## src/hw/event_flag_defs.vh

```
// What this block does
// - Set-register bits 0..5 set the six channel edge flags; zeros do nothing.
// - Set-register bits 6..9 set the four timer match flags in order.
// - Set-register bit 10 sets trap flag and trap state together.
// - Set-register bit 11 starts a Hall compare, setting no flag directly.
// - Set-register bits 12..15 set correct hall, wrong hall, idle, transfer flags.
// - Software-set flags raise the same interrupt event as hardware sets.
// - Clear-register ones clear matching flags; zeros keep them; reads zero.
// - Clear-register bits 0..9 map like set-register bits 0..9.
// - Clear bit 10 clears trap flag only, ignored while trap pin active.
// - Clear-register bit 11 is reserved, reads zero, software writes zero.
// - Clear-register bits 12..15 clear hall, wrong hall, idle, transfer flags.
// - Clear register at 0C, set register at 4C, both 16 bits, reset zero.
// - Hardware sets trap flag when pin enable is one and trap input low.
// - Idle flag sets with wrong hall flag and holds until cleared.
//
// Purpose: Constants for the event flag set/clear register block.
// Assumes: Byte addresses on a register port with 8-bit address and 16-bit data.
// Notes: Status and control offsets are placed in free address space.
`ifndef EVENT_FLAG_DEFS_VH
`define EVENT_FLAG_DEFS_VH

// ----------------------------------------------------------------
// Register map
// ----------------------------------------------------------------
`define ADDR_W 8
`define DATA_W 16
`define OFS_CLEAR 8'h0C
`define OFS_SET 8'h4C
`define OFS_STATUS 8'h10
`define OFS_CTRL 8'h14
`define FLAGS_RESET 16'h0000
`define CTRL_RESET 1'h0
`define READ_ZERO 16'h0000

// ----------------------------------------------------------------
// Bit positions in the status, set, clear and control registers
// ----------------------------------------------------------------
`define BIT_CH0_RISE 0
`define BIT_CH0_FALL 1
`define BIT_CH1_RISE 2
`define BIT_CH1_FALL 3
`define BIT_CH2_RISE 4
`define BIT_CH2_FALL 5
`define BIT_TIMER_A_ONE 6
`define BIT_TIMER_A_PERIOD 7
`define BIT_TIMER_B_COMPARE 8
`define BIT_TIMER_B_PERIOD 9
`define BIT_TRAP_FLAG 10
`define BIT_CLEAR_RESERVED 11
`define BIT_TRAP_STATE 11
`define BIT_HALL_TRIG 11
`define BIT_CORRECT_HALL 12
`define BIT_WRONG_HALL 13
`define BIT_IDLE 14
`define BIT_XFER 15
`define BIT_TRAP_PIN_EN 0

// Clear-register bits that software may act on (bit 11 reserved)
`define CLEAR_MASK 16'hF7FF
// Status bits that hardware event inputs may set
`define HW_SET_MASK 16'hF3FF

`endif

```

## src/hw/pin_sync3.v

```verilog
// Purpose: Bring an asynchronous pin into the clock domain.
// Assumes: Pin may change at any time relative to clock.
// Notes: Output follows only when the second and third stages agree.
`timescale 1ns/1ps
module pin_sync3 #(
    parameter RESET_LEVEL = 1'b1
) (
    // Clock and reset
    input wire clock,
    input wire rst,
    // Pin and filtered level
    input wire pin,
    output reg level_q
);
    reg meta_q;
    reg s2_q;
    reg s3_q;

    // Only s2 reads meta_q; the agreement check looks at s2 and s3
    always @(posedge clock or posedge rst) begin
        if (rst) begin
            meta_q <= RESET_LEVEL;
            s2_q <= RESET_LEVEL;
            s3_q <= RESET_LEVEL;
            level_q <= RESET_LEVEL;
        end else begin
            meta_q <= pin;
            s2_q <= meta_q;
            s3_q <= s2_q;
            if (s2_q == s3_q) begin
                level_q <= s3_q;
            end
        end
    end
endmodule // pin_sync3

```

## src/hw/event_flag_set_clear_regs.v

```verilog
// Purpose: Event status flags with software set and clear registers.
// Assumes: Hardware event inputs are one-cycle pulses on clock.
// Notes: Interrupt enables and line selection live outside this block.
`timescale 1ns/1ps
`include "event_flag_defs.vh"
module event_flag_set_clear_regs #(
    parameter ADDR_W = `ADDR_W,
    parameter DATA_W = `DATA_W
) (
    // Clock and reset
    input wire clock,
    input wire rst,
    // Register port
    input wire [ADDR_W-1:0] addr,
    input wire [DATA_W-1:0] wdata,
    input wire wr,
    input wire rd,
    output reg [DATA_W-1:0] rdata,
    // Hardware flag sources
    input wire [DATA_W-1:0] hw_event,
    input wire trap_input_n,
    input wire trap_state_release,
    // Flag state and events
    output reg [DATA_W-1:0] event_status_reg,
    output reg [DATA_W-1:0] flag_set_event,
    output reg sw_hall_compare,
    output wire trap_pin_enable
);
    // ------------------------------------------------------------
    // Address decode
    // ------------------------------------------------------------
    function hit;
        input [ADDR_W-1:0] a;
        input [ADDR_W-1:0] ofs;
        begin
            hit = (a == ofs);
        end
    endfunction

    // Set-register bit n, other than Hall trigger bit 11, sets the status flag at its own position
    function set_lands;
        input integer n;
        begin
            case (n)
                // Channel 0
                `BIT_CH0_RISE: set_lands = 1'b1;
                `BIT_CH0_FALL: set_lands = 1'b1;

                // Channel 1
                `BIT_CH1_RISE: set_lands = 1'b1;
                `BIT_CH1_FALL: set_lands = 1'b1;

                // Channel 2
                `BIT_CH2_RISE: set_lands = 1'b1;
                `BIT_CH2_FALL: set_lands = 1'b1;

                // Timer A
                `BIT_TIMER_A_ONE: set_lands = 1'b1;
                `BIT_TIMER_A_PERIOD: set_lands = 1'b1;

                // Timer B
                `BIT_TIMER_B_COMPARE: set_lands = 1'b1;
                `BIT_TIMER_B_PERIOD: set_lands = 1'b1;

                // Trap
                `BIT_TRAP_FLAG: set_lands = 1'b1;

                // Hall trigger sets no flag
                `BIT_HALL_TRIG: set_lands = 1'b0;

                // Hall outcomes
                `BIT_CORRECT_HALL: set_lands = 1'b1;
                `BIT_WRONG_HALL: set_lands = 1'b1;

                // Idle and transfer
                `BIT_IDLE: set_lands = 1'b1;
                `BIT_XFER: set_lands = 1'b1;
                default: set_lands = 1'b0;
            endcase
        end
    endfunction

    // Clear-register bit n, other than reserved bit 11, clears the flag at its own position
    function clear_lands;
        input integer n;
        begin
            case (n)
                // Channel 0
                `BIT_CH0_RISE: clear_lands = 1'b1;
                `BIT_CH0_FALL: clear_lands = 1'b1;

                // Channel 1
                `BIT_CH1_RISE: clear_lands = 1'b1;
                `BIT_CH1_FALL: clear_lands = 1'b1;

                // Channel 2
                `BIT_CH2_RISE: clear_lands = 1'b1;
                `BIT_CH2_FALL: clear_lands = 1'b1;

                // Timer A
                `BIT_TIMER_A_ONE: clear_lands = 1'b1;
                `BIT_TIMER_A_PERIOD: clear_lands = 1'b1;

                // Timer B
                `BIT_TIMER_B_COMPARE: clear_lands = 1'b1;
                `BIT_TIMER_B_PERIOD: clear_lands = 1'b1;

                // Trap flag only, never the trap state
                `BIT_TRAP_FLAG: clear_lands = 1'b1;

                // Reserved
                `BIT_CLEAR_RESERVED: clear_lands = 1'b0;

                // Hall outcomes
                `BIT_CORRECT_HALL: clear_lands = 1'b1;
                `BIT_WRONG_HALL: clear_lands = 1'b1;

                // Idle and transfer
                `BIT_IDLE: clear_lands = 1'b1;
                `BIT_XFER: clear_lands = 1'b1;
                default: clear_lands = 1'b0;
            endcase
        end
    endfunction

    // Status bits that a hardware event pulse may set; the trap pair follows the pin
    function hw_lands;
        input integer n;
        begin
            case (n)
                // Channel 0
                `BIT_CH0_RISE: hw_lands = 1'b1;
                `BIT_CH0_FALL: hw_lands = 1'b1;

                // Channel 1
                `BIT_CH1_RISE: hw_lands = 1'b1;
                `BIT_CH1_FALL: hw_lands = 1'b1;

                // Channel 2
                `BIT_CH2_RISE: hw_lands = 1'b1;
                `BIT_CH2_FALL: hw_lands = 1'b1;

                // Timer A
                `BIT_TIMER_A_ONE: hw_lands = 1'b1;
                `BIT_TIMER_A_PERIOD: hw_lands = 1'b1;

                // Timer B
                `BIT_TIMER_B_COMPARE: hw_lands = 1'b1;
                `BIT_TIMER_B_PERIOD: hw_lands = 1'b1;

                // Trap flag
                `BIT_TRAP_FLAG: hw_lands = 1'b0;

                // Trap state
                `BIT_TRAP_STATE: hw_lands = 1'b0;

                // Hall outcomes
                `BIT_CORRECT_HALL: hw_lands = 1'b1;
                `BIT_WRONG_HALL: hw_lands = 1'b1;

                // Idle and transfer
                `BIT_IDLE: hw_lands = 1'b1;
                `BIT_XFER: hw_lands = 1'b1;
                default: hw_lands = 1'b0;
            endcase
        end
    endfunction

    // ------------------------------------------------------------
    // Write decode
    // ------------------------------------------------------------
    wire wr_set = wr && hit(addr, `OFS_SET);
    wire wr_clear = wr && hit(addr, `OFS_CLEAR);
    wire wr_ctrl = wr && hit(addr, `OFS_CTRL);

    // ------------------------------------------------------------
    // Control register and trap pin
    // ------------------------------------------------------------
    reg trap_pin_enable_q;
    wire trap_level;

    always @(posedge clock or posedge rst) begin
        if (rst) begin
            trap_pin_enable_q <= `CTRL_RESET;
        end else if (wr_ctrl) begin
            trap_pin_enable_q <= wdata[`BIT_TRAP_PIN_EN];
        end
    end
    assign trap_pin_enable = trap_pin_enable_q;

    pin_sync3 #(
        .RESET_LEVEL(1'b1)
    ) u_trap_sync (
        .clock(clock),
        .rst(rst),
        .pin(trap_input_n),
        .level_q(trap_level)
    );

    // Trap condition as seen after the filter
    wire trap_active = trap_pin_enable_q && !trap_level;

    // ------------------------------------------------------------
    // Software set requests
    // ------------------------------------------------------------
    genvar b;
    wire [DATA_W-1:0] sw_set;

    generate
        for (b = 0; b < DATA_W; b = b + 1) begin : g_set
            assign sw_set[b] = wr_set && wdata[b] && set_lands(b);
        end
    endgenerate

    // ------------------------------------------------------------
    // Software clear requests
    // ------------------------------------------------------------
    wire [DATA_W-1:0] sw_clr;

    generate
        for (b = 0; b < DATA_W; b = b + 1) begin : g_clr
            assign sw_clr[b] = wr_clear && wdata[b] && clear_lands(b);
        end
    endgenerate

    // ------------------------------------------------------------
    // Hardware set requests
    // ------------------------------------------------------------
    wire [DATA_W-1:0] hw_set;

    generate
        for (b = 0; b < DATA_W; b = b + 1) begin : g_hw
            assign hw_set[b] = hw_event[b] && hw_lands(b);
        end
    endgenerate

    // ------------------------------------------------------------
    // Trap flag and trap state
    // ------------------------------------------------------------
    reg trap_set;
    reg trap_clear;
    reg state_set;
    reg state_clear;

    // Pin and software may both set; a clear is refused while the pin holds
    always @* begin
        trap_set = sw_set[`BIT_TRAP_FLAG] || trap_active;
        if (trap_active) begin
            trap_clear = 1'b0;
        end else begin
            trap_clear = sw_clr[`BIT_TRAP_FLAG];
        end
    end

    // Trap state is released by the trap mode logic outside, never by software
    always @* begin
        state_set = trap_set;
        state_clear = trap_state_release;
    end

    // ------------------------------------------------------------
    // Hall outcome flags and idle
    // ------------------------------------------------------------
    reg wrong_hall_set;
    reg idle_set;

    // Idle follows a wrong Hall outcome from either source
    always @* begin
        wrong_hall_set = sw_set[`BIT_WRONG_HALL] || hw_set[`BIT_WRONG_HALL];
        idle_set = sw_set[`BIT_IDLE] || hw_set[`BIT_IDLE] || wrong_hall_set;
    end

    // ------------------------------------------------------------
    // Software Hall compare trigger
    // ------------------------------------------------------------
    // The trigger bit sets no flag; it only starts a compare outside
    wire hall_trigger = wr_set && wdata[`BIT_HALL_TRIG];

    always @(posedge clock or posedge rst) begin
        if (rst) begin
            sw_hall_compare <= 1'b0;
        end else begin
            sw_hall_compare <= hall_trigger;
        end
    end

    // ------------------------------------------------------------
    // Per-flag set and clear vectors
    // ------------------------------------------------------------
    wire [DATA_W-1:0] set_d;
    wire [DATA_W-1:0] clr_d;

    // The trap pair and idle take their requests from the logic above
    generate
        for (b = 0; b < DATA_W; b = b + 1) begin : g_merge
            if (b == `BIT_TRAP_FLAG) begin : g_trap
                assign set_d[b] = trap_set;
                assign clr_d[b] = trap_clear;
            end else if (b == `BIT_TRAP_STATE) begin : g_state
                assign set_d[b] = state_set;
                assign clr_d[b] = state_clear;
            end else if (b == `BIT_IDLE) begin : g_idle
                assign set_d[b] = idle_set;
                assign clr_d[b] = sw_clr[b];
            end else begin : g_plain
                assign set_d[b] = sw_set[b] || hw_set[b];
                assign clr_d[b] = sw_clr[b];
            end
        end
    endgenerate

    // ------------------------------------------------------------
    // Flag storage
    // ------------------------------------------------------------
    // Set is tested first so an event is never lost to a clear
    genvar i;
    generate
        for (i = 0; i < DATA_W; i = i + 1) begin : g_flag
            always @(posedge clock or posedge rst) begin
                if (rst) begin
                    event_status_reg[i] <= 1'b0;
                end else if (set_d[i]) begin
                    event_status_reg[i] <= 1'b1;
                end else if (clr_d[i]) begin
                    event_status_reg[i] <= 1'b0;
                end
            end
        end
    endgenerate

    // ------------------------------------------------------------
    // Event pulses toward the interrupt enable logic
    // ------------------------------------------------------------
    // Software and hardware sets share one pulse so enables treat them alike
    generate
        for (b = 0; b < DATA_W; b = b + 1) begin : g_pulse
            always @(posedge clock or posedge rst) begin
                if (rst) begin
                    flag_set_event[b] <= 1'b0;
                end else begin
                    flag_set_event[b] <= set_d[b];
                end
            end
        end
    endgenerate

    // ------------------------------------------------------------
    // Read path
    // ------------------------------------------------------------
    reg [DATA_W-1:0] read_mux;

    // Set and clear registers are write-only and read as zero
    always @* begin
        case (addr)
            `OFS_STATUS: read_mux = event_status_reg;
            `OFS_CTRL: read_mux = {{(DATA_W-1){1'b0}}, trap_pin_enable_q};
            `OFS_CLEAR: read_mux = `READ_ZERO;
            `OFS_SET: read_mux = `READ_ZERO;
            default: read_mux = `READ_ZERO;
        endcase
    end

    // Data stand for the one cycle after the strobe, zero otherwise
    always @(posedge clock or posedge rst) begin
        if (rst) begin
            rdata <= `READ_ZERO;
        end else if (rd) begin
            rdata <= read_mux;
        end else begin
            rdata <= `READ_ZERO;
        end
    end
endmodule // event_flag_set_clear_regs

```

## config.mk

```make
export PLATFORM = sky130hd
export DESIGN_NAME = event_flag_set_clear_regs
export DESIGN_NICKNAME = d
export VERILOG_FILES = /design/src/hw/pin_sync3.v /design/src/hw/event_flag_set_clear_regs.v
export VERILOG_INCLUDE_DIRS = /design/src /design/src/hw
export SDC_FILE = /design/constraint.sdc
export NUM_CORES = 1
export LEC_CHECK = 0
export ABC_AREA = 1
export BUFFER_PORTS_ARGS = -buffer_cell sky130_fd_sc_hd__clkbuf_2
export CORE_ASPECT_RATIO = 0.8
export CORE_MARGIN = 2
export CORE_UTILIZATION = 50
export CTS_CLUSTER_SIZE = 28
export DETAILED_ROUTE_END_ITERATION = 8
export GPL_TIMING_DRIVEN = 0
export HOLD_SLACK_MARGIN = 0.05
export PLACE_DENSITY = 0.83
export SLEW_MARGIN = 10
export SYNTH_ARGS = -nofsm -noshare
export SYNTH_HDL_FRONTEND = slang
export SYNTH_SLANG_ARGS = --single-unit
export TNS_END_PERCENT = 1
```

## constraint.sdc

```tcl
create_clock -name clock -period 2.4 [get_ports clock]
set_input_delay 0.48 -clock clock [delete_from_list [all_inputs] [get_ports clock]]
set_output_delay 0.48 -clock clock [all_outputs]
set_load 0.02 [all_outputs]
```

==> impl_metrics.toml, run 1 <==
[cts]
clk_latency_ns = 0.31
cts_tree = "built"
cts_max_level = 2
clk_pin_slew_worst_paths_ns = 0.09
numCtsBuffers = 5
cts-root-buf = "clkbuf_8"
cts.path.max_buffers = 2
cts_hold_buf = 0
cts.sinks = 53
cts_setup_buffers = 0
cts_resized = 0

[setup_path]
arrival_ns = 0.95
path_buf_inv = 2
worstSetupPathType = "register to output port"
critPathTopFamily = "flip-flops"
slowest_delay_ns = 0.38
cp_cell_sequence = "buf_4, clkbuf_2"
cp-start-kind = "register"
path_max_fanout = 2
endpoint_kind = "output port"
crit_required_ns = 1.92
worst_path_max_delay_cell = "dfrtp_1"

[global_route]
antenna_found_initial = 0
grt_pass1_wl_um = 7730
grt_max_degree = 36
grt_remaining_overflow = 0
grt.total_usage_pct = 20.4
grt_pass1_vias = 1708

[sta]
drv_slew = 0
finalSetupTns_ns = 0
postLayoutSetupSlackWorst_ns = 0.972
layout_min_cycle_time_ns = 1.43
hold_viol = 0
setup_viol = 0
max-slew-margin-rel_pct = 74.1
layout_worst_path_cycle_share_pct = 59.5
skew_ns = 0.00564
worst_pin_slew_ns = 0.388
rsz0062_at_grt = "false"
max_freq_ghz = 0.700

[synthesis]
synth_top_area_share_pct = 55.8
ys.flop_type = "dfrtp_1"
synth.most_common_cell = "inv_1"
synth_compound_area_share_pct = 11.4
yosys.area_share.xor_xnor_pct = 0
synth_edf_count = 0
syn-instance-count = 213
syn-cell-area_um2 = 2200
ys_async_sr_fraction_pct = 100
avgSynthCellArea_um2 = 10.3
synth-simple-area-share_pct = 13.4
synthAdderAreaFrac_pct = 0.456
synth_seq_area_share_pct = 60.6
yosys-mux-area-fraction_pct = 0
synth_commonest_cells = "59 x inv_1, 49 x dfrtp_1, 23 x nand2_1, 18 x nor2_1, 14 x o21ai_0"
synthTopCellsByArea = "dfrtp_1 56%, inv_1 10%, o21ai_4 6.7%"
synth_top_family_by_area = "buffers and inverters"
yosys.area.top_type = "dfrtp_1"
syn-num-nets = 259
synth.distinct_cells = 24
synth_warnings = 0
ys_seq_elements = 53

[route]
drt_pre_antenna_iters = 4
totalWireLength_um = 4430
wl_per_cell_um = 11.9
drc_errors = 0
via_per_inst = 4.51
ant_nets = 0
initialDrtViolationCount = 67
vias = 1676

[power_and_ir_drop]
cellLeakagePower_nw = 1.74
total_power_mw = 1.67
pwr_density_cell_nw_per_um2 = 584
peakVddDrop_v = 0.000327

[floorplan]
die_area_um2 = 4940
start_util_pct = 52.3
rows = 21
die_width_um = 78.1
core-area_um2 = 4200
dieHeight_um = 63.3
ios = 96

[final_layout]
drive_gt1_share_pct = 44.1
n_fill_cell = 352
final_core_util_pct = 68.1
syn_to_final_growth_pct = 30.2
diodes = 0
final_nets = 360

[min_path]
hold_class = "input port to async pin"

[status]
outcome = "complete, no violations"

[place]
port_buffers = 93
gp_congestion = 0.891
pre_cts_slack_ns = 0.759
dp_hpwl_um = 3530

[flow_run]
maxCapViolCount = 0
==> stage by stage <==
step | instances | area (µm²) | hold WS [ns]
final | 372 | 2860 | 0.129
after global placement | 363 | 2730 | 0.347
after global routing | 372 | 2860 | 0.144
after CTS | 372 | 2860 | 0.135
after floorplan | 213 | 2200 | 0.345
after detailed placement | 364 | 2750 | 0.354
==> cells in the final DEF, fill, tap and decap left out, types with 2 or more instances in the layout <==
| cell type | count |
|---|---|
| inv_2 | 11 |
| o21ai_1 | 7 |
| nor2_4 | 3 |
| o21ai_4 | 9 |
| nor2_1 | 18 |
| o21ai_0 | 14 |
| clkbuf_8 | 5 |
| buf_12 | 2 |
| dfstp_2 | 4 |
| clkbuf_2 | 93 |
| inv_1 | 58 |
| nand2_1 | 23 |
| nand3_1 | 3 |
| dfrtp_1 | 49 |
| buf_6 | 2 |
==> routing by layer <==
metal  part of all wire, %  up-vias  track usage [%]
met5                     0        -                0
met4                   1.7        0             8.55
met3                   6.8        7             5.59
met2                    52       61             35.2
met1                    40      795             24.0
li1                      -      813                -
==> where the power goes <==
part / switching (mW) / internal, mW
Clock: 0.275 / 0.310
Sequential: 0.00808 / 0.915
Combinational: 0.100 / 0.0618
==> final timing paths <==
path	depth (start not counted)	startpoint	slack (ns)	endpoint
worst max-delay path	2	flag_set_event[10]	0.97	flag_set_event[11]
worst min-delay path	2	rst	0.13	event_status_reg[9]
worst max register to register	5	u_trap_sync.level_q	1.47	event_status_reg[10]
min in group clock	1	trap_input_n	0.25	u_trap_sync.meta_q
max in group asynchronous	3	rst	1.76	rdata[14]
worst min register to register	0	u_trap_sync.meta_q	0.36	u_trap_sync.s2_q
==> logic make-up after synthesis <==
family                     count (synthesis)
AOI/OAI and AO/OA                         30
and+or+nand+nor                           56
buffers and inverters                     73
DFF                                       53
adders and majority gates                  1
==> worst reg2reg max path, cell delays in order (launching register included) <==
cell and delay, ns:
dfstp_2 0.54, inv_1 0.04, nand2_1 0.04, o21ai_1 0.07
inv_1 0.07, nand2_1 0.06
==> layout make-up <==
type / instances / area, µm² / share of cell area, %
plain buffers: 4 / 50.0 / 1.75
well taps: 57 / 71.3 / 2.49
inverters: 69 / 259 / 9.05
multi-input cells: 87 / 557 / 19.5
repair buffers: 94 / 485 / 17.0
clock buffers: 6 / 72.6 / 2.54
clock inverters: 2 / 35.0 / 1.22
flip-flops and latches: 53 / 1330 / 46.5
Power figures use the tool's default switching activity.
==> run 2, diff against run 1 <==
Settings changed: CORE_UTILIZATION 50 to 47, PLACE_DENSITY 0.83 to 0.78.
Clock period 2.4 ns to 1.35 ns, I/O delays scaled along.
==> run 2 against run 1 <==
  * Die area rose by 6.0%
  * Critical path depth did not move
  * Non-clock buffer count rose by 2
  * Final area rose by 0.96%
  * Cell count rose by 1.3%
  * Sequential cell count did not move
  * Largest cell class unchanged
==> impl_metrics.toml, run 2 (same netlist as run 1, synthesis figures left out) <==
[status]
outcome = "complete, no violations"

[sta]
worst_pin_slew_ns = 0.471
hold_viol = 0
postLayoutSetupSlackWorst_ns = 0.139
rsz0062_at_grt = "false"
layout_min_cycle_time_ns = 1.21
max_freq_ghz = 0.826
max-slew-margin-rel_pct = 68.5
setup_viol = 0
skew_ns = 0.00692
finalSetupTns_ns = 0
layout_worst_path_cycle_share_pct = 89.7
drv_slew = 0

[flow_run]
maxCapViolCount = 0

[final_layout]
drive_gt1_share_pct = 43.8
final_nets = 362
final_common_cell = "clkbuf_2"
syn_to_final_growth_pct = 31.5
final_core_util_pct = 63.6
layout_common_cells = "93 x clkbuf_2, 58 x inv_1, 49 x dfrtp_1, 23 x nand2_1, 18 x nor2_1"
diodes = 0
n_fill_cell = 399

[route]
drc_errors = 0
drt_pre_antenna_iters = 4
wl_per_cell_um = 11.5
ant_nets = 0
initialDrtViolationCount = 86
via_per_inst = 4.32
vias = 1630
totalWireLength_um = 4320

[floorplan]
rows = 22
dieHeight_um = 65.2
core-area_um2 = 4540
start_util_pct = 48.4
die_width_um = 80.4
ios = 96
die_area_um2 = 5240

[global_route]
grt_max_degree = 54
grt_pass1_vias = 1627
grt.total_usage_pct = 17.9
grt_pass1_wl_um = 7110
grt_remaining_overflow = 0
antenna_found_initial = 0

[cts]
cts.sinks = 53
cts-root-buf = "clkbuf_8"
clk_pin_slew_worst_paths_ns = 0.08
clk_latency_ns = 0.29
numCtsBuffers = 5
cts_max_level = 2
cts_tree = "built"
cts.path.max_buffers = 2
cts_resized = 0

[setup_path]
critPathTopFamily = "flip-flops"
endpoint_kind = "output port"
cp_cell_sequence = "buf_4, clkbuf_2"
path_buf_inv = 2
cp-start-kind = "register"
worstSetupPathType = "register to output port"
crit_required_ns = 1.08
path_max_fanout = 2
slowest_delay_ns = 0.38
arrival_ns = 0.94
worst_path_max_delay_cell = "dfrtp_1"

[min_path]
hold_class = "input port to register"

[power_and_ir_drop]
cellLeakagePower_nw = 1.74
total_power_mw = 2.96
pwr_density_cell_nw_per_um2 = 1020
peakVddDrop_v = 0.000701

[place]
pre_cts_slack_ns = -0.0262
gp_congestion = 0.816
dp_hpwl_um = 3310
port_buffers = 93
-- run 2: changes by cell type in the layout (fill, tap and decap cells not counted) --
cell           change
dlygate4sd3_1      +2
inv_2              -1
clkinvlp_4         +1
-- run 2: cell type report --
class | instances | area [µm²] | share of cell area [%]
repair buffers | 96 | 505 | 17.5
clock buffers | 6 | 72.6 | 2.51
flip-flops and latches | 53 | 1330 | 46.1
well taps | 60 | 75.1 | 2.60
inverters | 69 | 263 | 9.09
plain buffers | 4 | 50.0 | 1.73
multi-input cells | 87 | 557 | 19.3
clock inverters | 2 | 35.0 | 1.21
-- run 2: path summary, 6_finish.rpt --
check                                    start              endpoint  slack (ns)  depth (start not counted)
setup / recovery            flag_set_event[10]    flag_set_event[11]        0.14                          2
hold / removal                       wdata[11]       sw_hall_compare        0.16                          3
setup reg to reg           u_trap_sync.level_q  event_status_reg[10]        0.38                          5
hold reg to reg             u_trap_sync.meta_q      u_trap_sync.s2_q        0.36                          0
max in group asynchronous                  rst              rdata[4]        0.32                          4
min in group asynchronous                  rst     flag_set_event[9]        0.53                          3
-- run 2: power by group --
part,leakage [nW],internal (mW),total [mW],switching (mW)
logic,1.07,0.114,0.294,0.180
registers,0.614,1.63,1.64,0.0136
clock network,0.0552,0.550,1.02,0.473
-- run 2: layer usage --
layer / global-route usage (%) / wire (µm) / vias to the layer above
met1: 21.8 / 1830 / 751
met3: 5.08 / 264 / 4
li1: - / - / 820
met4: 4.87 / 42 / 0
met5: 0 / 0 / -
met2: 31.4 / 2180 / 55
-- run 2: stage by stage --
step | cells | instance area [µm²] | hold slack (ns)
final | 377 | 2890 | 0.164
after global routing | 377 | 2890 | 0.178
after CTS | 375 | 2860 | 0.154
after detailed placement | 366 | 2740 | 0.347
after global placement | 366 | 2740 | 0.347
after floorplan | 213 | 2200 | 0.274
-- run 2: worst register-to-register path: cells and delay by family, from the launching register on --
family / cells / cell delay (ns)
DFF: 1 / 0.54
buffers and inverters: 2 / 0.13
and+or+nand+nor: 2 / 0.11
AOI/OAI and AO/OA: 1 / 0.08
-- run 2: repair_timing --
item,CTS,global route
hold buffers,1,1
buffers inserted,0,0
endpoints found under the hold margin,1,17
